<file path="src/logic/aclk_pkg.sv">
// Constants shared by the adaptive clock generator register block.
`default_nettype none
package aclk_pkg;
   localparam int unsigned ADDR_W           = 16;
   localparam int unsigned DATA_W           = 8;
   localparam int unsigned FREQ_W           = 24;
   localparam int unsigned COUNT_W          = 16;
   localparam logic [15:0] OFS_SOURCE_SEL   = 16'hffe0;
   localparam logic [15:0] OFS_DIV_CTRL     = 16'hffe2;
   localparam logic [15:0] OFS_CAP_HIGH     = 16'hffe3;
   localparam logic [15:0] OFS_CAP_LOW      = 16'hffe4;
   localparam logic [15:0] OFS_FREQ_HIGH    = 16'hffe5;
   localparam logic [15:0] OFS_FREQ_MIDDLE  = 16'hffe6;
   localparam logic [15:0] OFS_FREQ_LOW     = 16'hffe7;
   localparam int unsigned OUT_DIV_LSB      = 4;
   localparam int unsigned OUT_DIV_W        = 4;
   localparam int unsigned IN_DIV_LSB       = 0;
   localparam int unsigned IN_DIV_W         = 3;
   localparam int unsigned RESERVED_BIT     = 3;
   localparam int unsigned SOURCE_SEL_BIT   = 0;
   localparam logic [7:0]  RST_BYTE         = 8'h00;
   localparam logic [23:0] RST_FREQ         = 24'h00_0000;
   localparam logic [15:0] RST_COUNT        = 16'h0000;
   localparam logic [3:0]  RST_DIV_CNT      = 4'h0;
   typedef enum logic {
      ACLK_SRC_MAIN,
      ACLK_SRC_ALT
   } aclk_src_t;
endpackage
`default_nettype wire

</file>
<file path="src/logic/aclk_regs.sv">
// Register, synthesizer, divider and frame capture logic of the clock block.
`timescale 1ns/1ps
`default_nettype none
// How it works
// - The low byte of the frequency word is a read-write register that resets to zero.
// - Bits 15 to 8 of the frequency word live in the read-write middle frequency register.
// - Bits 23 to 16 of the frequency word live in the read-write high frequency register.
// - The full frequency word steers the synthesizer that makes the master clock output.
// - A 16-bit counter free-runs and advances on every rising edge of the selected clock.
// - At every start of frame the counter value is copied into the capture registers.
// - Software picks the counter clock as either the master clock or its alternate output.
// - Only the frame start updates the capture, writes are ignored and reset clears it.
// - The low capture register shows bits 7 to 0 of the captured count.
// - The high capture register shows bits 15 to 8 of the captured count.
// - The master clock output is divided by the four-bit field in bits 7 to 4 plus one.
// - The master clock input is divided by the three-bit field in bits 2 to 0 plus one.
// - Bit 3 of the divider control register is reserved and always reads zero.
module aclk_regs #(
   parameter int unsigned COUNT_W = aclk_pkg::COUNT_W,
   parameter int unsigned FREQ_W  = aclk_pkg::FREQ_W
) (
   // Clock and reset.
   input  wire logic                      clk,
   input  wire logic                      resetn,
   // Register port.
   input  wire logic [aclk_pkg::ADDR_W-1:0] addr,
   input  wire logic [aclk_pkg::DATA_W-1:0] wdata,
   input  wire logic                      wr,
   input  wire logic                      rd,
   output logic      [aclk_pkg::DATA_W-1:0] rdata,
   // Frame timer.
   input  wire logic                      start_of_frame,
   // Codec clocks.
   input  wire logic                      codec_master_clock_in,
   output logic                           codec_master_clock_in_div,
   output logic                           codec_master_clock_out,
   output logic                           codec_master_clock_alt_out
);

   // ************************************************************
   // Parameter check.
   // ************************************************************
   generate
      if (COUNT_W != 16 || FREQ_W != 24) begin : g_bad_width
         $error("Widths must match the two capture and three frequency bytes.");
      end
      if (aclk_pkg::ADDR_W != 16 || aclk_pkg::DATA_W != 8) begin : g_bad_bus
         $error("The register port needs a 16-bit address and 8-bit data.");
      end
      if (aclk_pkg::OUT_DIV_W != 4 || aclk_pkg::IN_DIV_W != 3) begin : g_dw
         $error("The divider fields must be four and three bits wide.");
      end
      if (aclk_pkg::OUT_DIV_LSB + aclk_pkg::OUT_DIV_W > 8) begin : g_out_fld
         $error("The output divider field must fit in the data byte.");
      end
      if (aclk_pkg::IN_DIV_LSB + aclk_pkg::IN_DIV_W > 3) begin : g_in_fld
         $error("The input divider field must stay below the reserved bit.");
      end
      if (aclk_pkg::RESERVED_BIT != 3) begin : g_rsv_bit
         $error("The reserved bit of the divider byte must be bit 3.");
      end
   endgenerate

   // ************************************************************
   // Divider helper.
   // ************************************************************
   // Returns the next edge count of a divider that wraps after div.
   function automatic logic [3:0] div_step(input logic [3:0] cnt,
                                           input logic [3:0] div);
      logic [3:0] res;
      res = 4'h0;
      if (cnt < div) begin
         res = 4'(cnt + 4'h1);
      end
      return res;
   endfunction

   // Returns high on the clock cycle in which a sampled level has risen.
   function automatic logic rise(input logic cur,
                                 input logic prev);
      return cur && !prev;
   endfunction

   // Returns high when a strobe is present at the given offset.
   function automatic logic reg_hit(input logic [15:0] a,
                                    input logic [15:0] ofs,
                                    input logic        strobe);
      return strobe && (a == ofs);
   endfunction

   // ************************************************************
   // Registers.
   // ************************************************************
   logic [7:0]         freq_low_r;
   logic [7:0]         freq_mid_r;
   logic [7:0]         freq_high_r;
   logic [3:0]         out_div_r;
   logic [2:0]         in_div_r;
   logic               src_sel_r;
   logic [15:0]        captured_count_r;
   logic [7:0]         rdata_r;

   // ************************************************************
   // Write decode.
   // ************************************************************
   logic wr_freq_low;
   logic wr_freq_mid;
   logic wr_freq_high;
   logic wr_div_ctrl;
   logic wr_src_sel;

   assign wr_freq_low  = reg_hit(addr, aclk_pkg::OFS_FREQ_LOW, wr);
   assign wr_freq_mid  = reg_hit(addr, aclk_pkg::OFS_FREQ_MIDDLE, wr);
   assign wr_freq_high = reg_hit(addr, aclk_pkg::OFS_FREQ_HIGH, wr);
   assign wr_div_ctrl  = reg_hit(addr, aclk_pkg::OFS_DIV_CTRL, wr);
   assign wr_src_sel   = reg_hit(addr, aclk_pkg::OFS_SOURCE_SEL, wr);

   // ************************************************************
   // Frequency word.
   // ************************************************************
   always_ff @(posedge clk or negedge resetn) begin
      if (!resetn) begin
         freq_low_r <= aclk_pkg::RST_BYTE;
      end else if (wr_freq_low) begin
         freq_low_r <= wdata;
      end
   end

   always_ff @(posedge clk or negedge resetn) begin
      if (!resetn) begin
         freq_mid_r <= aclk_pkg::RST_BYTE;
      end else if (wr_freq_mid) begin
         freq_mid_r <= wdata;
      end
   end

   always_ff @(posedge clk or negedge resetn) begin
      if (!resetn) begin
         freq_high_r <= aclk_pkg::RST_BYTE;
      end else if (wr_freq_high) begin
         freq_high_r <= wdata;
      end
   end

   // ************************************************************
   // Divider control and source select.
   // ************************************************************
   always_ff @(posedge clk or negedge resetn) begin
      if (!resetn) begin
         out_div_r <= 4'h0;
         in_div_r  <= 3'h0;
      end else if (wr_div_ctrl) begin
         out_div_r <= wdata[aclk_pkg::OUT_DIV_LSB +: 4];
         in_div_r  <= wdata[aclk_pkg::IN_DIV_LSB +: 3];
      end
   end

   always_ff @(posedge clk or negedge resetn) begin
      if (!resetn) begin
         src_sel_r <= 1'b0;
      end else if (wr_src_sel) begin
         src_sel_r <= wdata[aclk_pkg::SOURCE_SEL_BIT];
      end
   end

   // ************************************************************
   // Read path.
   // ************************************************************
   logic [7:0] rdata_nxt;

   // Read data stand for the one cycle after the strobe, zero otherwise.
   always_comb begin
      rdata_nxt = aclk_pkg::RST_BYTE;
      if (rd) begin
         case (addr)
            aclk_pkg::OFS_FREQ_LOW: begin
               rdata_nxt = freq_low_r;
            end
            aclk_pkg::OFS_FREQ_MIDDLE: begin
               rdata_nxt = freq_mid_r;
            end
            aclk_pkg::OFS_FREQ_HIGH: begin
               rdata_nxt = freq_high_r;
            end
            aclk_pkg::OFS_CAP_LOW: begin
               rdata_nxt = captured_count_r[7:0];
            end
            aclk_pkg::OFS_CAP_HIGH: begin
               rdata_nxt = captured_count_r[15:8];
            end
            aclk_pkg::OFS_DIV_CTRL: begin
               rdata_nxt = {out_div_r, 1'b0, in_div_r};
            end
            aclk_pkg::OFS_SOURCE_SEL: begin
               rdata_nxt = {7'h00, src_sel_r};
            end
            default: begin
               rdata_nxt = aclk_pkg::RST_BYTE;
            end
         endcase
      end
   end

   // Registering the mux keeps the read data straight off a flip-flop.
   always_ff @(posedge clk or negedge resetn) begin
      if (!resetn) begin
         rdata_r <= aclk_pkg::RST_BYTE;
      end else begin
         rdata_r <= rdata_nxt;
      end
   end

   assign rdata = rdata_r;

   // ************************************************************
   // Synthesizer.
   // ************************************************************
   logic [23:0] freq_word;
   logic [23:0] phase_r;
   logic        mclk_r;

   assign freq_word = {freq_high_r, freq_mid_r, freq_low_r};

   always_ff @(posedge clk or negedge resetn) begin
      if (!resetn) begin
         phase_r <= aclk_pkg::RST_FREQ;
      end else begin
         phase_r <= 24'(phase_r + freq_word);
      end
   end

   // The top bit of the accumulator is the synthesized master clock.
   always_ff @(posedge clk or negedge resetn) begin
      if (!resetn) begin
         mclk_r <= 1'b0;
      end else begin
         mclk_r <= phase_r[23];
      end
   end

   assign codec_master_clock_out = mclk_r;

   // ************************************************************
   // Output and input dividers.
   // ************************************************************
   logic       mclk_prev_r;
   logic [3:0] out_cnt_r;
   logic       alt_r;
   logic       in_prev_r;
   logic [3:0] in_cnt_r;
   logic       in_div_out_r;
   logic [3:0] out_cnt_nxt;
   logic [3:0] in_cnt_nxt;

   assign out_cnt_nxt = div_step(out_cnt_r, out_div_r);
   assign in_cnt_nxt  = div_step(in_cnt_r, {1'b0, in_div_r});

   // ************************************************************
   // Edge detection.
   // ************************************************************
   // Previous levels of both divider sources for edge detection.
   always_ff @(posedge clk or negedge resetn) begin
      if (!resetn) begin
         mclk_prev_r <= 1'b0;
         in_prev_r   <= 1'b0;
      end else begin
         mclk_prev_r <= mclk_r;
         in_prev_r   <= codec_master_clock_in;
      end
   end

   // The output divider passes the clock through when its field is zero.
   always_ff @(posedge clk or negedge resetn) begin
      if (!resetn) begin
         out_cnt_r <= aclk_pkg::RST_DIV_CNT;
         alt_r     <= 1'b0;
      end else if (out_div_r == 4'h0) begin
         out_cnt_r <= aclk_pkg::RST_DIV_CNT;
         alt_r     <= mclk_r;
      end else if (rise(mclk_r, mclk_prev_r)) begin
         out_cnt_r <= out_cnt_nxt;
         alt_r     <= (out_cnt_nxt <= (out_div_r >> 1));
      end
   end

   // The input divider passes the clock through when its field is zero.
   always_ff @(posedge clk or negedge resetn) begin
      if (!resetn) begin
         in_cnt_r     <= aclk_pkg::RST_DIV_CNT;
         in_div_out_r <= 1'b0;
      end else if (in_div_r == 3'h0) begin
         in_cnt_r     <= aclk_pkg::RST_DIV_CNT;
         in_div_out_r <= codec_master_clock_in;
      end else if (rise(codec_master_clock_in, in_prev_r)) begin
         in_cnt_r     <= in_cnt_nxt;
         in_div_out_r <= (in_cnt_nxt <= {2'b00, in_div_r[2:1]});
      end
   end

   assign codec_master_clock_alt_out = alt_r;
   assign codec_master_clock_in_div  = in_div_out_r;

   // ************************************************************
   // Frame counter and capture.
   // ************************************************************
   logic [15:0] count_r;
   logic        sel_clk;
   logic        sel_prev_r;

   assign sel_clk = src_sel_r ? alt_r : mclk_r;

   always_ff @(posedge clk or negedge resetn) begin
      if (!resetn) begin
         sel_prev_r <= 1'b0;
      end else begin
         sel_prev_r <= sel_clk;
      end
   end

   // The counter wraps at its width and is never reloaded.
   always_ff @(posedge clk or negedge resetn) begin
      if (!resetn) begin
         count_r <= aclk_pkg::RST_COUNT;
      end else if (rise(sel_clk, sel_prev_r)) begin
         count_r <= 16'(count_r + 16'h0001);
      end
   end

   // ************************************************************
   // Capture.
   // ************************************************************
   // The capture only moves on a frame start, keeping both bytes coherent.
   always_ff @(posedge clk or negedge resetn) begin
      if (!resetn) begin
         captured_count_r <= aclk_pkg::RST_COUNT;
      end else if (start_of_frame) begin
         captured_count_r <= count_r;
      end
   end

endmodule
`default_nettype wire

</file>
<file path="config.mk">
export PLATFORM = sky130hd
export DESIGN_NAME = aclk_regs
export DESIGN_NICKNAME = d
export VERILOG_FILES = /design/src/logic/aclk_pkg.sv /design/src/logic/aclk_regs.sv
export SDC_FILE = /design/constraint.sdc
export NUM_CORES = 1
export LEC_CHECK = 0
export ABC_AREA = 1
export BUFFER_PORTS_ARGS = -buffer_cell sky130_fd_sc_hd__buf_2
export CORE_ASPECT_RATIO = 0.8
export CORE_MARGIN = 2
export CORE_UTILIZATION = 49
export DETAILED_ROUTE_END_ITERATION = 6
export PLACE_DENSITY_LB_ADDON = 0.3
export SETUP_SLACK_MARGIN = 0.15
export SYNTH_ARGS = -nofsm -noshare
export SYNTH_HDL_FRONTEND = slang
export SYNTH_SLANG_ARGS = --single-unit
</file>
<file path="constraint.sdc">
create_clock -name clk -period 2.78 [get_ports clk]
set_input_delay 0.278 -clock clk [delete_from_list [all_inputs] [get_ports clk]]
set_output_delay 0.278 -clock clk [all_outputs]
set_load 0.05 [all_outputs]
</file>
Yosys cells after proc, flatten, opt, wreduce, memory -nomap -nowiden
Cells that the tools add are included.

Flip-flop bits (word level): 110. Output and inout bits: 11. Word-level logic and storage cells: 61. Bits of input ports: 30.

Muxes and demuxes: 13. Eq/ne operators: 7. Add/sub/neg operators: 4. Order comparisons: 4. Reduce and logical (&&, ||, !) cells: 15.

Operator list (number): 16-bit equality test (second input constant) (7); 8-bit case mux with 7 select lines (1); 24-bit adder (1); 4-bit 2-to-1 mux (6); 16-bit by 1-bit adder with 16-bit output (second input constant) (1); 4-bit by 1-bit adder with 4-bit output (second input constant) (2); 1-bit logical AND (8); 8-bit 2-to-1 mux (1); 1-bit 2-to-1 mux (5); 4-bit by 2-bit <= comparator with 1-bit output (1); 4-bit by 3-bit <= comparator with 1-bit output (1); 4-bit zero test (1); 4-bit by 3-bit < comparator with 1-bit output (1); 4-bit < comparator (1); 2-bit nonzero test (2); 1-bit zero test (3); 3-bit zero test (1).

Logic depth before layout (Yosys ltp)
Gate-level depths: netlist (run 1).

Word-level depth: 5. Gate-level depth with buffers: 14. Depth with buffers taken out: 14.

Worst setup path before layout (run 1)
No wires, ideal clock.

Kind: reg2reg. From: register in_div_r[1]. To: register in_div_out_r (netlist: codec_master_clock_in_div). Path slack: 0.802 ns. Buffers on the path: 0. Period minus slack after synthesis: 1.978 ns. Arrival: 1.910 ns. Library setup time: 0.069 ns. Cell stages (with the launch flop): 15. Data required time: 2.711 ns. Cells stage by stage: dfrtp_1 -> inv_1 -> ha_1 -> a21boi_0 -> o21ai_0 -> nand2_1 -> nor2_1 -> nand2_1 -> inv_1 -> ha_1 -> a21oi_1 -> a21oi_1 -> nor2_1 -> nand3_1 -> nand3_1.

Longest elaborated chain between the ends: 5. Elaborated cells between the ends (all ways): 7. Those cells by class: 2 x order compare; 3 x mux; 2 x reduce/logical.

Ends and longest elaborated chain: start: declaration (line aclk_regs.sv:98) `logic [2:0] in_div_r;`; start signal: assignment (line aclk_regs.sv:154) `in_div_r <= wdata[aclk_pkg::IN_DIV_LSB +: 3];`; 4-bit by 3-bit < comparator with 1-bit output (line aclk_regs.sv:72) `if (cnt < div) begin`; 4-bit 2-to-1 mux (line aclk_regs.sv:72); 4-bit by 2-bit <= comparator with 1-bit output (line aclk_regs.sv:296) `in_div_out_r <= (in_cnt_nxt <= {2'b00, in_div_r[2:1]});`; 1-bit 2-to-1 mux (line aclk_regs.sv:294) `end else if (rise(codec_master_clock_in, in_prev_r)) begin`; 1-bit 2-to-1 mux (line aclk_regs.sv:291) `end else if (in_div_r == 3'h0) begin`; end signal: assignment (line aclk_regs.sv:293) `in_div_out_r <= codec_master_clock_in;`; end signal: assignment (line aclk_regs.sv:296); end: declaration (line aclk_regs.sv:251) `logic in_div_out_r;`.

Parallel ways exist; a longest one is shown, timed or not. The select of a mux whose other input is x is not followed. A chain may end at the register's enable or synchronous reset.

Worst setup path in the final report (run 1)
Same ends and word-level chain as after synthesis.

==> flow_summary.yaml, run 1 <==
synth:
  ys_ff_latch: 110
  synth-seq-area-share: 0.429
  yosys_warnings: 0
  avgSynthCellArea_sq_um: 8.21
  synth_cells: 782
  synth_edf_count: 0
  syn_area_sq_um: 6420
  synth.distinct_cells: 45
  synth-async-reset-ratio: 1.00
  synth_fp_nets: 849
  synth_flop_cell: "dfrtp_1"
routing:
  dr.pass1.iters: 5
  via_per_inst: 5.32
  drt-initial-drc-count: 390
  postRouteAntennaNets: 0
  drc: 0
  vias: 5309
  route.final.wire_length_um: 15200
  routedWlPerCell_um: 15.2
cells_and_area:
  final_common_cell: "nand2_1"
  fillers: 1202
  multi_input_area_sq_um: 3200
  seqCellArea_sq_um: 2750
  nNetsFinal: 885
  final_cell_mix: "nand2_1, dfrtp_1, inv_1"
  syn_to_final_growth_pct: 9.95
  drive_gt1_frac: 0.141
  diodes: 0
setup_path:
  critPathSlowestCell: "dfrtp_1"
  cp_cell_sequence: "inv_1 -> ha_1 -> a21boi_0 -> o21ai_0 -> nand2_1 -> nor2_1 -> nand2_1 -> inv_1 -> ha_1 -> a21oi_1 -> a21oi_1 -> nor2_1 -> nand3_1 -> nand3_1"
  path_max_fanout: 5
  critical-path-top-delay-family: "simple AND/OR/NAND/NOR gates"
  worst-path-buf-inv: 2
  cp-end-kind: "flip-flop"
  critical_path_class: "flip-flop to flip-flop"
  crit_path_max_incr_delay_ps: 440
  cp-start-kind: "flip-flop"
  required_ps: 3070
  cp.arrival_ps: 2480
timing:
  whs_ps: -3.75
  max_slew_margin: 0.482
  tightestPinTransition_ps: 778
  drv_slew: 0
  setup-tns-final_ps: 0
  skew_ps: 6.67
  period_share: 0.790
  hold_viol: 9
  fmax_ghz: 0.455
  finalSetupViolCount: 0
  period_minus_slack_ps: 2200
  rsz0062_at_grt: "false"
clock_network:
  clockBufferDepth: 2
  holdBufCountCts: 0
  cts_htree_levels: 3
  clock-sinks: 110
  post_cts.repair.setup_buffers: 0
  ctsRootBufferMaster: "clkbuf_16"
  cts_buffers: 9
  cts_tree: "yes"
  clk_pin_slew_ps: 70
  post_cts_resized: 0
  insertion_delay_ps: 350
global_route:
  grt_pass1_wl_um: 25300
  antenna_found_initial: 0
  grt_max_degree: 61
  overflow: 0
  grt_pass1_vias: 4947
  grt_usage: 0.229
placed_design:
  globalplace.congestion: 0.911
  numPortBuffers: 40
  dp_hpwl_um: 11600
floorplanning:
  die_w_um: 132
  initial_core_util: 0.501
  core-area_sq_um: 12800
  die-area_sq_um: 14000
  fp.dieH_um: 106
  io_pins: 41
  rows: 37
pwr:
  power.leakage_nw: 3.61
  power.density_nw_per_um2: 432
  ir_drop_v: 0.000301
job:
  maxCapViolCount: 0
min_path:
  hold_path.class: "input pin to asynchronous set/reset pin"
outcome:
  violations: "negative hold slack"
  status: "complete, but fails checks"
worst paths after layout:
kind	from	endpoint	slack (ps)	cells after the start
worst max-delay path	in_div_r[1]$_DFFE_PN0P_	codec_master_clock_in_div$_DFFE_PN0P_	580	14
worst min register to register	phase_r[23]$_DFF_PN0_	codec_master_clock_out$_DFF_PN0_	460	0
min in group clk	codec_master_clock_in	in_prev_r$_DFF_PN0_	60	1
max in group asynchronous	resetn	freq_high_r[1]$_DFFE_PN0P_	2050	2
worst max register to register	in_div_r[1]$_DFFE_PN0P_	codec_master_clock_in_div$_DFFE_PN0P_	580	14
worst min-delay path	resetn	count_r[9]$_DFFE_PN0P_	-4	1
cell type report:
cell class,instances,share of cell area
clock buffers,11,0.0358
well taps,175,0.0310
flip-flops and latches,110,0.390
repair buffers,42,0.0326
clock inverters,5,0.00585
multi-input cells,557,0.453
inverters,98,0.0521
cells in the mapped netlist, types with 4 or more instances:
cell type	n	area (sq um)
nand2_1	176	661
ha_1	36	450
o21ai_1	4	20.0
buf_2	5	25.0
inv_1	95	357
o21ai_0	38	190
clkbuf_1	4	15.0
nor2_1	61	229
nor2_2	5	31.3
xnor2_1	8	70.1
dfrtp_1	110	2750
nand3_2	5	50.1
nand3_1	36	180
o21ai_2	23	201
buf_4	5	37.5
nand4_1	48	300
xor2_1	20	175
nand2_2	7	43.8
o22ai_1	4	25.0
a21oi_1	44	220
nor3_1	9	45.0
stage by stage:
step / total power, mW / area, sq um / utilization / cells / setup WS, ps
after CTS: 3.07 / 7060 / 0.551 / 998 / 587
after floorplan: 1.72 / 6420 / - / 782 / 802
after global placement: 1.80 / 6770 / 0.528 / 982 / 678
after detailed placement: 1.80 / 6770 / 0.528 / 982 / 612
after global routing: 3.16 / 7060 / 0.551 / 998 / 306
final: 3.05 / 7060 / 0.551 / 998 / 584
logic make-up after synthesis:
family,after synthesis,share of synthesized area
multiplexers,3,0.00526
adder cells (fa/ha/maj),37,0.0732
flip-flops,110,0.429
AO/OA/AOI/OAI,126,0.117
AND/OR/NAND/NOR,363,0.264
XOR/XNOR,28,0.0382
buffers and inverters,115,0.0734
layer usage:
metal / vias up / GRT usage / wire length (um)
met5: - / 0 / 0
met4: 0 / 0.0419 / 123
met3: 10 / 0.0467 / 951
met2: 139 / 0.333 / 6340
met1: 2490 / 0.353 / 7730
li1: 2670 / - / -
sequential cells by signal, summed over array words and instances, names as in the netlist:
| signal | cells |
|---|---|
| phase_r | 24 |
| captured_count_r | 16 |
| count_r | 16 |
| freq_high_r | 8 |
| freq_low_r | 8 |
| freq_mid_r | 8 |
| rdata | 8 |
| in_cnt_r | 4 |
| out_cnt_r | 4 |
| out_div_r | 4 |
| in_div_r | 3 |
| codec_master_clock_alt_out | 1 |
| codec_master_clock_in_div | 1 |
| codec_master_clock_out | 1 |
| in_prev_r | 1 |
| mclk_prev_r | 1 |
| sel_prev_r | 1 |
| src_sel_r | 1 |
where the power goes:
| part | internal, mW | leakage, nW | switching, mW |
|---|---|---|---|
| Sequential | 1.61 | 1.51 | 0.0107 |
| Combinational | 0.0359 | 1.96 | 0.112 |
| Clock | 0.666 | 0.139 | 0.614 |
worst register-to-register path: cells and delay by family, from the launching register on:
kind	cells	cell delay, ps
AOI/OAI and AO/OA	4	450
adders and majority gates	2	520
buffers and inverters	2	130
DFF	1	440
and+or+nand+nor	6	610
Power figures use the tool's default switching activity.
==> run 2: changes to the inputs <==
clock period = 1.9 ns   (was 2.78 ns; I/O delays follow)
==> flow_summary.yaml, run 2 (synthesized netlist as in run 1, its figures left out) <==
outcome:
  status: "complete, but fails checks"
  violations: "negative setup slack"
floorplanning:
  core-area_sq_um: 12800
  rows: 37
  die_w_um: 132
  die-area_sq_um: 14000
  initial_core_util: 0.501
  fp.dieH_um: 106
  io_pins: 41
timing:
  whs_ps: 132
  tightestPinTransition_ps: 478
  rsz0062_at_grt: "true"
  hold_viol: 0
  period_minus_slack_ps: 1980
  skew_ps: 7.82
  setup-tns-final_ps: -75.9
  fmax_ghz: 0.506
  setup_ws_ps: -75.9
  drv_slew: 0
  finalSetupViolCount: 1
  max_slew_margin: 0.681
  period_share: 1.04
setup_path:
  critical_path.endpoint: "codec_master_clock_in_div$_DFFE_PN0P_"
  reg2reg_from: "in_div_r[1]$_DFFE_PN0P_"
  cp_cell_sequence: "inv_1 -> ha_1 -> a21boi_1 -> o21ai_1 -> nand2_1 -> nor2_4 -> nand2_2 -> inv_2 -> ha_4 -> a21oi_2 -> a21oi_2 -> nor2_1 -> nand3_1 -> nand3_1"
  critical_path_class: "flip-flop to flip-flop"
  cp-start-kind: "flip-flop"
  required_ps: 2180
  critical-path-top-delay-family: "simple AND/OR/NAND/NOR gates"
  worst-path-buf-inv: 2
  path_max_fanout: 3
  rr_worst_depth: 14
  r2r_end: "codec_master_clock_in_div$_DFFE_PN0P_"
  r2r_setup_slack_ps: -80
  crit_start: "in_div_r[1]$_DFFE_PN0P_"
  crit_path_max_incr_delay_ps: 350
  path_depth: 14
  cp-end-kind: "flip-flop"
  cp.arrival_ps: 2260
  critPathSlowestCell: "dfrtp_1"
routing:
  via_per_inst: 5.49
  postRouteAntennaNets: 0
  dr.pass1.iters: 6
  vias: 5746
  route.final.wire_length_um: 16800
  routedWlPerCell_um: 16.1
  drt-initial-drc-count: 600
  drc: 0
clock_network:
  cts_htree_levels: 3
  ctsRootBufferMaster: "clkbuf_16"
  insertion_delay_ps: 350
  cts_buffers: 9
  clock-sinks: 110
  clk_pin_slew_ps: 80
  clockBufferDepth: 2
  cts_tree: "yes"
job:
  maxCapViolCount: 0
cells_and_area:
  final_cell_mix: "nand2_1, dfrtp_1, inv_1"
  diodes: 0
  nNetsFinal: 933
  fillers: 1074
  instances_no_fill: 1046
  final_cell_area_sq_um: 8000
  reg_top3: "phase_r: 24 flops, captured_count_r: 16 flops, count_r: 16 flops"
  largest_register_ffs: 24
  top_register: "phase_r"
  drive_gt1_frac: 0.296
  final_core_util: 0.624
  final_common_cell: "nand2_1"
  syn_to_final_growth_pct: 24.5
pwr:
  ir_drop_v: 0.000499
  power.density_nw_per_um2: 556
  power.leakage_nw: 3.85
  power_mw: 4.44
global_route:
  antenna_found_initial: 0
  overflow: 0
  grt_usage: 0.233
  grt_max_degree: 47
  grt_pass1_wl_um: 26100
  grt_pass1_vias: 5143
placed_design:
  dp.cells: 1006
  place_worst_setup_slack_ps: -60.3
  dp_hpwl_um: 11700
  dpl-instance-area_sq_um: 6990
  globalplace.congestion: 0.916
  numPortBuffers: 40
min_path:
  min_from: "wdata[0]"
  hold_path.class: "input pin to flip-flop"
## run 2: area by class of cell
type                            count  area (sq um)  area share
Sequential cell                   110          2760       0.345
Clock buffer                       10           239      0.0299
Tap cell                          175           219      0.0274
Inverter                           98           368      0.0460
Timing Repair Buffer               90           621      0.0776
Multi-Input combinational cell    557          3740       0.468
Clock inverter                      6          45.0     0.00563
## run 2: per-layer routing
layer,track usage,wire (um),share of wire,up-vias
met5,0,0,0,-
li1,-,-,-,2773
met1,0.356,7820,0.46,2743
met4,0.0411,248,0.015,0
met2,0.347,7540,0.45,210
met3,0.0463,1220,0.072,20
## run 2: how the worst min path moves through the flow
stage,end,depth (start not counted),slack (ps)
after floorplan,captured_count_r[0]$_DFFE_PN0P_,0,-110
after global placement,count_r[15]$_DFFE_PN0P_,1,140
after detailed placement,count_r[15]$_DFFE_PN0P_,1,140
after CTS,src_sel_r$_DFFE_PN0P_,3,130
after global routing,freq_low_r[3]$_DFFE_PN0P_,3,170
final,src_sel_r$_DFFE_PN0P_,3,130
## run 2: tightest hold or removal path: cells and delay by family
kind | cells | cell delay (ps)
AO/OA/AOI/OAI | 1 | 100
buffers and inverters | 1 | 100
AND/OR/NAND/NOR | 1 | 50
## run 2: what timing repair did
action                     in CTS  in global routing
hold endpoints to repair       26                  0
gates resized for setup        27                 82
setup endpoints to repair      14                 18
hold buffers                    2                  0
buffers inserted                5                 17
pin swaps                      12                 29
## run 2: power by group
| part | internal, mW | switching, mW | total, mW |
|---|---|---|---|
| Clock | 0.937 | 0.889 | 1.83 |
| Combinational | 0.0699 | 0.168 | 0.238 |
| Sequential | 2.36 | 0.0172 | 2.38 |
| Total | 3.37 | 1.07 | 4.44 |
